**src/backlight_level_pkg.sv**
```systemverilog
// Constants shared by the backlight level current register bank.
package backlight_level_pkg;

  // Register indexes; the byte address on the bus is four times the index.
  localparam logic [5:0] IDX_CONTROL    = 6'h01;
  localparam logic [5:0] IDX_STATUS     = 6'h02;
  localparam logic [5:0] IDX_OFFICE_MAX = 6'h0b;
  localparam logic [5:0] IDX_OFFICE_DIM = 6'h0c;
  localparam logic [5:0] IDX_DARK_MAX   = 6'h0d;
  localparam logic [5:0] IDX_DARK_DIM   = 6'h0e;

  // Field layout of the current code registers.
  localparam int CODE_W   = 7;
  localparam int CODE_MSB = 6;

  // Control register fields and value after reset.
  localparam int         CTRL_DIM_BIT = 0;
  localparam int         CTRL_LAW_BIT = 1;
  localparam logic [1:0] CTRL_RESET   = 2'h0;

  // Status register field positions.
  localparam int STAT_DIM_BIT   = 7;
  localparam int STAT_VALID_BIT = 8;

  // Value of every stored code after reset.
  localparam logic [6:0] CODE_RESET = 7'h00;

  // Ambient level encodings served by this bank.
  localparam logic [1:0] LEVEL_OFFICE = 2'h2;
  localparam logic [1:0] LEVEL_DARK   = 2'h3;

  // Full scale sink current in microamps and the code that reaches it.
  localparam int FULL_SCALE_UA = 30000;
  localparam int CODE_FULL     = 127;
  localparam int CODE_FULL_SQ  = CODE_FULL * CODE_FULL;
  localparam int UA_W          = 15;

  // Bus transfer states, one-hot.
  typedef enum logic [2:0] {
    BUS_IDLE  = 3'h1,
    BUS_FETCH = 3'h2,
    BUS_ACK   = 3'h4
  } bus_state_e;

endpackage

```
**src/level_code_mem.sv**
```systemverilog
// Four-entry storage for the level current codes with registered read ports.
`timescale 1ns/1ps
module level_code_mem
  import backlight_level_pkg::*;
(
  input  wire logic              clk,
  input  wire logic              rst,
  input  wire logic              ce,
  input  wire logic              writeEn,
  input  wire logic [1:0]        writeSlot,
  input  wire logic [CODE_MSB:0] writeCode,
  input  wire logic [1:0]        busSlot,
  output logic      [CODE_MSB:0] busCode_q,
  input  wire logic [1:0]        driveSlot,
  output logic      [CODE_MSB:0] driveCode_q
);

  logic [CODE_MSB:0] mem_q [4];
  logic [CODE_MSB:0] mem_d [4];
  logic [CODE_MSB:0] busCode_d;
  logic [CODE_MSB:0] driveCode_d;

  // Next contents and read data; a read in the write cycle returns the old code.
  always_comb
  begin
    mem_d       = mem_q;
    busCode_d   = busCode_q;
    driveCode_d = driveCode_q;
    if (ce)
    begin
      if (writeEn)
      begin
        mem_d[writeSlot] = writeCode;
      end
      busCode_d   = mem_q[busSlot];
      driveCode_d = mem_q[driveSlot];
    end
  end

  // Storage registers.
  always_ff @(posedge clk or posedge rst)
  begin
    if (rst)
    begin
      mem_q       <= '{default: CODE_RESET};
      busCode_q   <= CODE_RESET;
      driveCode_q <= CODE_RESET;
    end
    else
    begin
      mem_q       <= mem_d;
      busCode_q   <= busCode_d;
      driveCode_q <= driveCode_d;
    end
  end

endmodule // level_code_mem

```
**src/code_current_map.sv**
```systemverilog
// Converts a current code into a sink current in microamps under either law.
`timescale 1ns/1ps
module code_current_map
  import backlight_level_pkg::*;
(
  input  wire logic              clk,
  input  wire logic              rst,
  input  wire logic              ce,
  input  wire logic              squareLaw,
  input  wire logic [CODE_MSB:0] code,
  output logic      [UA_W-1:0]   currentUa_q
);

  logic [31:0]     c;
  logic [31:0]     ua;
  logic [UA_W-1:0] currentUa_d;

  // Rounded linear or square scaling; both laws meet at the full scale code.
  always_comb
  begin
    c = {25'h0, code};
    if (squareLaw)
    begin
      ua = (c * c * FULL_SCALE_UA + CODE_FULL_SQ / 2) / CODE_FULL_SQ;
    end
    else
    begin
      ua = (c * FULL_SCALE_UA + CODE_FULL / 2) / CODE_FULL;
    end
    currentUa_d = ce ? ua[UA_W-1:0] : currentUa_q;
  end

  // Output register.
  always_ff @(posedge clk or posedge rst)
  begin
    if (rst)
    begin
      currentUa_q <= '0;
    end
    else
    begin
      currentUa_q <= currentUa_d;
    end
  end
endmodule // code_current_map

```
**src/backlight_level_current_regs.sv**
```systemverilog
// Office and dark backlight level current registers with an Avalon-MM slave.
//
// Our own choice: the Avalon-MM register port.
`timescale 1ns/1ps

// Summary of operation
// - Office level full current code lives in bits 6..0 and drives that level.
// - Office level dim code is stored separately in bits 6..0 of its own register.
// - Office level uses its dim code after dim timeout or while dim flag is set.
// - Dark level full current code lives in bits 6..0 and drives that level.
// - Dark level uses its dim code after dim timeout or while dim flag is set.
// - Codes map to current: zero 0 mA, linear 0.236 mA steps, all ones 30 mA.
module backlight_level_current_regs
  import backlight_level_pkg::*;
(
  input  wire logic              clk,
  input  wire logic              rst,
  input  wire logic              ce,
  input  wire logic [7:0]        address,
  input  wire logic              read,
  input  wire logic              write,
  input  wire logic [31:0]       writedata,
  input  wire logic [3:0]        byteenable,
  output logic      [31:0]       readdata,
  output logic                   waitrequest,
  input  wire logic [1:0]        ambientLevel,
  input  wire logic              dimTimeout,
  output logic      [CODE_MSB:0] activeCode,
  output logic      [UA_W-1:0]   sinkCurrentUa,
  output logic                   dimActive,
  output logic                   levelValid
);

  // True for the indexes of the four code registers.
  function automatic logic isCodeIdx(input logic [5:0] idx);
    return idx >= IDX_OFFICE_MAX && idx <= IDX_DARK_DIM;
  endfunction

  // Storage slot of a code register index.
  function automatic logic [1:0] slotOf(input logic [5:0] idx);
    logic [5:0] diff;
    diff = idx - IDX_OFFICE_MAX;
    return diff[1:0];
  endfunction

  bus_state_e        state_q;
  bus_state_e        state_d;
  logic [31:0]       readData_q;
  logic [31:0]       readData_d;
  logic [1:0]        ctrl_q;
  logic [1:0]        ctrl_d;
  logic [5:0]        idx;
  logic              memWe;
  logic [CODE_MSB:0] busCode;
  logic [CODE_MSB:0] driveCode;
  logic              dimReq;
  logic              levelOk;
  logic [1:0]        driveSlot;
  logic              valid1_q;
  logic              valid1_d;
  logic              dim1_q;
  logic              dim1_d;
  logic [CODE_MSB:0] activeCode_q;
  logic [CODE_MSB:0] activeCode_d;
  logic              dimActive_q;
  logic              dimActive_d;
  logic              levelValid_q;
  logic              levelValid_d;

  assign idx = address[7:2];

  // Transfer sequencer: request, fetch, then answer with waitrequest low.
  always_comb
  begin
    state_d = state_q;
    if (ce)
    begin
      case (state_q)
        BUS_IDLE:  state_d = (read || write) ? BUS_FETCH : BUS_IDLE;
        BUS_FETCH: state_d = BUS_ACK;
        BUS_ACK:   state_d = BUS_IDLE;
        default:   state_d = BUS_IDLE;
      endcase
    end
  end

  // A frozen answer cycle keeps waitrequest high, so the master never takes an answer that was not applied.
  assign waitrequest = !(ce && state_q == BUS_ACK);

  // Writes take effect only at the answering edge; bit 7 is dropped.
  assign memWe = ce && state_q == BUS_ACK && write && byteenable[0] && isCodeIdx(idx);

  // Control register: dim flag and law select.
  always_comb
  begin
    ctrl_d = ctrl_q;
    if (ce && state_q == BUS_ACK && write && byteenable[0] && idx == IDX_CONTROL)
    begin
      ctrl_d = writedata[1:0];
    end
  end

  // Read data is captured in the fetch cycle from the addressed register.
  always_comb
  begin
    readData_d = readData_q;
    if (ce && state_q == BUS_FETCH)
    begin
      readData_d = '0;
      if (isCodeIdx(idx))
      begin
        readData_d = {25'h0, busCode};
      end
      else if (idx == IDX_CONTROL)
      begin
        readData_d = {30'h0, ctrl_q};
      end
      else if (idx == IDX_STATUS)
      begin
        readData_d = {23'h0, levelValid_q, dimActive_q, activeCode_q};
      end
    end
  end

  // Bus side registers.
  always_ff @(posedge clk or posedge rst)
  begin
    if (rst)
    begin
      state_q    <= BUS_IDLE;
      readData_q <= '0;
      ctrl_q     <= CTRL_RESET;
    end
    else
    begin
      state_q    <= state_d;
      readData_q <= readData_d;
      ctrl_q     <= ctrl_d;
    end
  end

  assign readdata = readData_q;

  // Dim request and code selection for the current ambient level.
  assign dimReq    = dimTimeout || ctrl_q[CTRL_DIM_BIT];
  assign levelOk   = ambientLevel == LEVEL_OFFICE || ambientLevel == LEVEL_DARK;
  assign driveSlot = {ambientLevel == LEVEL_DARK, dimReq};

  level_code_mem u_mem (
    .clk         (clk),
    .rst         (rst),
    .ce          (ce),
    .writeEn     (memWe),
    .writeSlot   (slotOf(idx)),
    .writeCode   (writedata[CODE_MSB:0]),
    .busSlot     (slotOf(idx)),
    .busCode_q   (busCode),
    .driveSlot   (driveSlot),
    .driveCode_q (driveCode)
  );

  // Drive pipeline: selected code is forced to zero outside levels two and three.
  always_comb
  begin
    valid1_d     = valid1_q;
    dim1_d       = dim1_q;
    activeCode_d = activeCode_q;
    dimActive_d  = dimActive_q;
    levelValid_d = levelValid_q;
    if (ce)
    begin
      valid1_d     = levelOk;
      dim1_d       = dimReq;
      activeCode_d = valid1_q ? driveCode : CODE_RESET;
      dimActive_d  = valid1_q && dim1_q;
      levelValid_d = valid1_q;
    end
  end

  // Drive side registers.
  always_ff @(posedge clk or posedge rst)
  begin
    if (rst)
    begin
      valid1_q     <= 1'b0;
      dim1_q       <= 1'b0;
      activeCode_q <= CODE_RESET;
      dimActive_q  <= 1'b0;
      levelValid_q <= 1'b0;
    end
    else
    begin
      valid1_q     <= valid1_d;
      dim1_q       <= dim1_d;
      activeCode_q <= activeCode_d;
      dimActive_q  <= dimActive_d;
      levelValid_q <= levelValid_d;
    end
  end

  assign activeCode = activeCode_q;
  assign dimActive  = dimActive_q;
  assign levelValid = levelValid_q;

  code_current_map u_map (
    .clk         (clk),
    .rst         (rst),
    .ce          (ce),
    .squareLaw   (ctrl_q[CTRL_LAW_BIT]),
    .code        (activeCode_q),
    .currentUa_q (sinkCurrentUa)
  );

  // Shadow copies of the written codes, kept only for checking.
  logic [CODE_MSB:0] shadow_q [4];
  genvar g;
  generate
    for (g = 0; g < 4; g++)
    begin : g_shadow
      always_ff @(posedge clk or posedge rst)
      begin
        if (rst)
        begin
          shadow_q[g] <= CODE_RESET;
        end
        else if (memWe && slotOf(idx) == 2'(g))
        begin
          shadow_q[g] <= writedata[CODE_MSB:0];
        end
      end
    end
  endgenerate
endmodule // backlight_level_current_regs

```
**config.mk**
```make
export PLATFORM = sky130hd
export DESIGN_NAME = backlight_level_current_regs
export DESIGN_NICKNAME = d
export VERILOG_FILES = /design/src/backlight_level_pkg.sv /design/src/level_code_mem.sv /design/src/code_current_map.sv /design/src/backlight_level_current_regs.sv
export SDC_FILE = /design/constraint.sdc
export NUM_CORES = 1
export LEC_CHECK = 0
export ABC_AREA = 1
export BUFFER_PORTS_ARGS = -buffer_cell sky130_fd_sc_hd__buf_2
export CORE_MARGIN = 4
export CORE_UTILIZATION = 45
export CTS_BUF_LIST = sky130_fd_sc_hd__clkbuf_16
export DETAILED_ROUTE_END_ITERATION = 10
export GPL_ROUTABILITY_DRIVEN = 0
export SYNTH_ARGS = -nofsm -noshare
export SYNTH_HDL_FRONTEND = slang
export SYNTH_SLANG_ARGS = --single-unit
```
**constraint.sdc**
```tcl
create_clock -name clk -period 38.6 [get_ports clk]
set_input_delay 1.93 -clock clk [delete_from_list [all_inputs] [get_ports clk]]
set_output_delay 1.93 -clock clk [all_outputs]
set_load 0.01 [all_outputs]
```
==> reports/metrics.cfg, run 1 <==
[status]
run_status=complete, no violations

[setup_path]
cp-start-kind=flop
setup.worst_path.end=u_map.currentUa_q[0]
worstReg2RegStart=activeCode[6]
cell_repeated_most_along_the_worst_path=sky130_fd_sc_hd__nand2_4
critical_path_class=reg2reg
crit_start=activeCode[6]
register_to_register_path_setup_slack_ns=10.18
required_ns=38.87
crit_fanout=33
cp.arrival_ns=28.68
critical_path.max_stage_delay_ns=0.75
timing.critical_path.slowest_stage_cell=sky130_fd_sc_hd__dfrtp_1
endpoint_kind=flop
ff2ff_path_depth=140
crit-reg2reg-capture=u_map.currentUa_q[0]

[job]
number_of_max_cap_violations=0

[logic_synthesis]
synth-seq-area-share_pct=7.294
synth_simple_gate_area_share_pct=54.63
yosys_register_bits=82
yosys_warnings=0
number_of_library_cell_types_mapped_by_synthesis=91
syn-cell-area_um2=28150
synth-async-reset-ratio_pct=100.0
synth_mux_area_share_pct=0.03556
synth-compound-area-share_pct=7.823
synth_area_per_cell_um2=6.262
synthAdderAreaFrac_pct=12.38
dominant_combinational_cell_family_by_area_after_synthesis=simple AND/OR/NAND/NOR gates
area_share_of_xor_xnor_cells_in_the_synthesized_design_pct=3.974
syn_inst=4495
ys.flop_type=sky130_fd_sc_hd__dfrtp_1
synth_edf_count=0

[sta]
rsz0062_at_grt=false
finalSetupTns_ns=0
max_freq_mhz=35.19
finalMaxSlewViolations=0
clk_skew_ns=0.01715
setup-violations-final=0
min_period_over_period_pct=73.62
slew_headroom_pct=29.79
fin_crit_ns=28.42
tightestPinTransition_ns=1.052
final_hold_viol_count=0

[floorplanning]
chip_height_um=258.1
top_ports=109
die_width_um=258.1
coreArea_um2=61830
die_area_um2=66620
floorplan.rows=91
initial_core_utilization_pct=45.53

[routing]
vias_post_dr=26950
drc_violation_total_after_the_first_tritonroute_iteration=1725
ant_nets=0
avgViaCountPerCell=5.055
drt_pre_antenna_iters=6
routed_wire_length_um=75430
post-route-drc-count=0
route.detailed.wl_per_inst_um=14.15

[global_routing]
first_global_vias=24450
grtUsageTotal_pct=22.11
global_route.overflow_total=0
antenna_found_initial=1
largest_net_degree_at_the_start_of_global_routing=66
grt_first_pass_wirelength_um=124600

[clock_tree]
number_of_hold_buffers_added_after_cts=0
cts_tree=built
cts_resized=0
clk_latency_ns=0.38
cts_root_buf=sky130_fd_sc_hd__clkbuf_16
numCtsBuffers=9
clk_transition_reported_paths_ns=0.09
ctsLongestPathBuffers=2
cts_setup_buffers=0
clkSinkCount=82
cts-htree-levels=3

[final_layout]
syn_to_final_growth_pct=2.893
num-fill-cells=6731
sequential_cell_area_um2=2054
multi_input_comb_area_um2=22280
drive_gt1_share_pct=19.19
finish.net_count=4779

[placed_design]
i_o_buffers=55
hpwlAfterDp_um=62530

[worst_hold_path]
worst_hold_path_type=reg2reg

[metrics by stage]
stage / setup slack [ns] / utilization (%) / instances / cell area (um^2) / hold WS, ns
finish: 10.18 / 46.85 / 5331 / 28960 / 0.4753
CTS: 10.02 / 46.84 / 5330 / 28960 / 0.4800
global route: 7.527 / 46.84 / 5330 / 28960 / 0.5110
global placement: 10.21 / 46.36 / 5314 / 28660 / 0.4598
detailed placement: 10.12 / 46.36 / 5314 / 28660 / 0.4641
floorplan: 16.10 / - / 4517 / 28230 / 0.4530
[final cells by class]
class | instances | share of cell area, %
clock inverter | 7 | 0.2506
sequential | 82 | 7.093
antenna | 1 | 0.008640
clock buffer | 9 | 0.7776
tap | 837 | 3.616
timing repair buffer | 64 | 1.184
inverter | 743 | 10.15
multi-input combinational | 3588 | 76.92
[synth_stat cells (6+ instances only)]
cell,number,area share (%)
sky130_fd_sc_hd__nand2_1,1188,16
sky130_fd_sc_hd__inv_1,657,8.8
sky130_fd_sc_hd__nor2_1,391,5.2
sky130_fd_sc_hd__nand3_1,384,6.8
sky130_fd_sc_hd__nand2_2,218,4.8
sky130_fd_sc_hd__o21ai_0,174,3.1
sky130_fd_sc_hd__ha_1,173,7.7
sky130_fd_sc_hd__nand2_4,153,6.1
sky130_fd_sc_hd__nand4_1,110,2.4
sky130_fd_sc_hd__xor2_1,101,3.1
sky130_fd_sc_hd__nor2_2,93,2.1
sky130_fd_sc_hd__dfrtp_1,81,7.2
sky130_fd_sc_hd__a21oi_1,71,1.3
sky130_fd_sc_hd__fa_1,66,4.7
sky130_fd_sc_hd__nor2_4,62,2.5
sky130_fd_sc_hd__nand3_2,61,2.2
sky130_fd_sc_hd__inv_2,45,0.60
sky130_fd_sc_hd__nor3_1,40,0.71
sky130_fd_sc_hd__buf_4,26,0.69
sky130_fd_sc_hd__clkbuf_1,26,0.35
sky130_fd_sc_hd__a31oi_1,22,0.49
sky130_fd_sc_hd__o211ai_1,22,0.59
sky130_fd_sc_hd__buf_6,21,0.84
sky130_fd_sc_hd__nand3_4,20,1.2
sky130_fd_sc_hd__nand2_8,18,1.3
sky130_fd_sc_hd__nand3b_1,18,0.48
sky130_fd_sc_hd__xnor2_1,18,0.56
sky130_fd_sc_hd__clkinv_1,15,0.20
sky130_fd_sc_hd__o21ai_1,14,0.25
sky130_fd_sc_hd__o21ai_2,12,0.37
sky130_fd_sc_hd__o21bai_1,12,0.32
sky130_fd_sc_hd__nand4_2,10,0.44
sky130_fd_sc_hd__nor2_8,10,0.71
sky130_fd_sc_hd__or2_2,10,0.22
sky130_fd_sc_hd__buf_12,9,0.64
sky130_fd_sc_hd__buf_8,8,0.43
sky130_fd_sc_hd__clkinv_2,8,0.14
sky130_fd_sc_hd__nor4_1,8,0.18
sky130_fd_sc_hd__clkbuf_8,7,0.34
sky130_fd_sc_hd__o31ai_1,7,0.19
sky130_fd_sc_hd__inv_4,6,0.13
sky130_fd_sc_hd__nor3_2,6,0.21
[worst min path at each step]
stage	endpoint	depth (start not counted)	startpoint	slack (ns)
6_report	readdata[8]	2	readdata[8]	0.48
3_5_place_dp	readdata[8]	2	readdata[8]	0.46
2_1_floorplan	u_mem.mem_q[10]	2	u_mem.mem_q[10]	0.45
5_1_grt	u_mem.mem_q[8]	2	u_mem.mem_q[8]	0.51
3_3_place_gp	readdata[8]	2	readdata[8]	0.46
4_1_cts	readdata[8]	2	readdata[8]	0.48
[logic make-up after synthesis]
| group | count (synthesis) |
|---|---|
| and+or+nand+nor | 2829 |
| other | 1 |
| xor gates and xnor gates | 123 |
| adders and majority gates | 239 |
| buffers and inverters | 847 |
| muxes | 1 |
| AOI/OAI and AO/OA | 373 |
| DFF | 82 |
[per-layer routing]
layer	wire [um]	vias to the layer above	global-route usage, %	share of wire, %
li1	-	14180	-	-
met1	37350	12280	31.66	50
met2	35010	448	37.87	46
met3	2378	40	1.304	3.2
met4	694	0	2.577	0.92
met5	0	-	0	0
[critical path, delay by kind of cell (launching register included)]
| kind | cells | cell delay (ns) |
|---|---|---|
| AND/OR/NAND/NOR | 98 | 16.91 |
| adder cells (fa/ha/maj) | 15 | 5.81 |
| AO/OA/AOI/OAI | 7 | 1.87 |
| buffers and inverters | 17 | 1.57 |
| XOR/XNOR | 3 | 1.24 |
| flip-flops | 1 | 0.75 |
[flip-flops by register name (all words and copies together) (netlist names)]
name / cells
u_mem.mem_q: 28
u_map.currentUa_q: 15
readdata: 9
activeCode: 7
u_mem.busCode_q: 7
u_mem.driveCode_q: 7
state_q: 3
ctrl_q: 2
dim1_q: 1
dimActive: 1
levelValid: 1
valid1_q: 1
[cells in the final DEF, fill, tap and decap left out, types with 23 or more instances in the layout]
| cell type | count |
|---|---|
| sky130_fd_sc_hd__nand2_2 | 218 |
| sky130_fd_sc_hd__buf_2 | 55 |
| sky130_fd_sc_hd__nor2_4 | 62 |
| sky130_fd_sc_hd__nand3_2 | 61 |
| sky130_fd_sc_hd__inv_2 | 45 |
| sky130_fd_sc_hd__o21ai_0 | 174 |
| sky130_fd_sc_hd__nand4_1 | 110 |
| sky130_fd_sc_hd__inv_1 | 656 |
| sky130_fd_sc_hd__dfrtp_1 | 80 |
| sky130_fd_sc_hd__nand3_1 | 384 |
| sky130_fd_sc_hd__xor2_1 | 101 |
| sky130_fd_sc_hd__ha_1 | 173 |
| sky130_fd_sc_hd__nor2_1 | 391 |
| sky130_fd_sc_hd__fa_1 | 66 |
| sky130_fd_sc_hd__nand2_4 | 153 |
| sky130_fd_sc_hd__nor2_2 | 93 |
| sky130_fd_sc_hd__nand2_1 | 1188 |
| sky130_fd_sc_hd__nor3_1 | 40 |
| sky130_fd_sc_hd__a21oi_1 | 71 |
| sky130_fd_sc_hd__conb_1 | 23 |
Power of run 1 is not shown: default switching activity piles up to over one toggle a cycle in this logic, so the estimate is an artifact.
==> run 2: changes to the inputs <==
clock period = 29.7 ns   (was 38.6 ns; I/O delays follow)
==> run 2 against run 1 <==
Compared with the run above: first-iteration DRC count down 2.0%; global-route usage is 0.10 points higher; setup slack worse by 7.7 ns; critical endpoint unchanged.
==> reports/metrics.cfg, run 2 (synthesized netlist as in run 1, its figures left out) <==
[worst_hold_path]
hold_depth=2
worst_hold_path_type=reg2reg

[final_layout]
most_common_library_cell_in_the_layout_ignoring_fill_and_taps=sky130_fd_sc_hd__nand2_1
syn_to_final_growth_pct=3.129
finalCoreUtilization_pct=46.96
regMostFlops=u_mem.mem_q
drive_gt1_share_pct=19.30
finish.net_count=4784
highest_count_cells_in_the_layout_ignoring_fill_and_taps=sky130_fd_sc_hd__nand2_1 (1188), sky130_fd_sc_hd__inv_1 (656), sky130_fd_sc_hd__nor2_1 (391)
flip_flop_count_of_the_largest_register_after_layout=28

[setup_path]
critical_path_class=reg2reg
setup.worst_path.end=u_map.currentUa_q[0]
endpoint_kind=flop
crit-reg2reg-capture=u_map.currentUa_q[0]
timing.critical_path.slowest_stage_cell=sky130_fd_sc_hd__dfrtp_1
critical_path.max_stage_delay_ns=0.69
crit_start=activeCode[4]
worstReg2RegStart=activeCode[4]
cell_repeated_most_along_the_worst_path=sky130_fd_sc_hd__nand2_4
ff2ff_path_depth=147
cp-start-kind=flop
cp.arrival_ns=27.44
register_to_register_path_setup_slack_ns=2.49
required_ns=29.94
crit_fanout=33

[routing]
drc_violation_total_after_the_first_tritonroute_iteration=1690
post-route-drc-count=0
drt_pre_antenna_iters=6
route.detailed.wl_per_inst_um=14.14
ant_nets=0
detail_route.wirelength.met1_um=36930
vias_post_dr=26870
top_layer=met5
routed_wire_length_um=75430
met2_routed_length_um=34730
avgViaCountPerCell=5.035
met3RoutedLength_um=2692

[global_routing]
largest_net_degree_at_the_start_of_global_routing=66
antenna_found_initial=4
first_global_vias=24600
grt_first_pass_wirelength_um=125200
global_route.overflow_total=0
grtUsageTotal_pct=22.22

[status]
run_status=complete, no violations

[clock_tree]
clk_latency_ns=0.37
clk_transition_reported_paths_ns=0.08
cts_tree=built
clkSinkCount=82
cts_root_buf=sky130_fd_sc_hd__clkbuf_16
numCtsBuffers=9
number_of_hold_buffers_added_after_cts=0
ctsLongestPathBuffers=2
cts-htree-levels=3

[sta]
finalSetupTns_ns=0
setup-violations-final=0
final_hold_viol_count=0
slew_headroom_pct=29.24
tightestPinTransition_ns=1.060
rsz0062_at_grt=false
clk_skew_ns=0.01653
finalMaxSlewViolations=0
fin_crit_ns=27.21
holdWs_ns=0.4866
min_period_over_period_pct=91.60
max_freq_mhz=36.76

[placed_design]
hpwlAfterDp_um=62580
i_o_buffers=55

[floorplanning]
initial_core_utilization_pct=45.53
chip_height_um=258.1
floorplan.rows=91
die_width_um=258.1
top_ports=109
coreArea_um2=61830
die_area_um2=66620

[job]
number_of_max_cap_violations=0

run 2: cell count changes in the layout (fill, tap and decap cells not counted):
| cell | change |
|---|---|
| sky130_fd_sc_hd__xor2_2 | +1 |
| sky130_fd_sc_hd__inv_6 | +2 |
| sky130_fd_sc_hd__xor2_1 | -1 |
| sky130_fd_sc_hd__o21ai_2 | -1 |
| sky130_fd_sc_hd__o21ai_4 | +1 |
| sky130_fd_sc_hd__clkinv_4 | +1 |
| sky130_fd_sc_hd__nand3_4 | +1 |
| sky130_fd_sc_hd__clkinvlp_4 | -3 |
| sky130_fd_sc_hd__buf_4 | +4 |
run 2: metrics by stage:
step | instance area, um^2 | instances | worst slack [ns]
after detailed placement | 28690 | 5317 | 1.533
final | 29030 | 5336 | 2.494
after floorplan | 28230 | 4517 | 7.201
after global placement | 28690 | 5317 | 1.616
after global routing | 29030 | 5335 | 0.01391
after CTS | 28990 | 5333 | 1.411
run 2: worst min path at each step:
stage / start / to
after floorplan: u_mem.mem_q[10] / u_mem.mem_q[10]
after global placement: readdata[8] / readdata[8]
after detailed placement: u_map.currentUa_q[1] / u_map.currentUa_q[1]
after CTS: u_map.currentUa_q[0] / u_map.currentUa_q[0]
after global routing: u_mem.mem_q[8] / u_mem.mem_q[8]
final: readdata[8] / readdata[8]
run 2: repair_timing:
item / CTS / global route
setup endpoints to repair: 0 / 2
gates resized for setup: 0 / 3
setup buffers: 0 / 1
run 2: cell type report:
| cell class | count | area [um^2] |
|---|---|---|
| flip-flops and latches | 82 | 2054 |
| inverters | 743 | 2939 |
| multi-input cells | 3589 | 22310 |
| fillers | 6669 | 32800 |
| diodes | 1 | 2.502 |
| clock buffers | 9 | 225.2 |
| well taps | 837 | 1047 |
| clock inverters | 7 | 76.32 |
| repair buffers | 68 | 372.9 |
run 2: critical path, delay by kind of cell (launching register included):
kind                     cells  cell delay (ns)
flip-flops                   1             0.69
buffers and inverters       18             1.72
AND/OR/NAND/NOR            105            16.20
adder cells (fa/ha/maj)     16             6.09
XOR/XNOR                     2             0.59
AO/OA/AOI/OAI                6             1.65
run 2: routing by layer:
layer / vias to the layer above / global-route usage, %
met5: - / 0
met4: 6 / 3.527
met3: 63 / 1.922
met2: 434 / 37.44
met1: 12180 / 31.55
li1: 14190 / -
Power of run 2 is left out for the same reason.
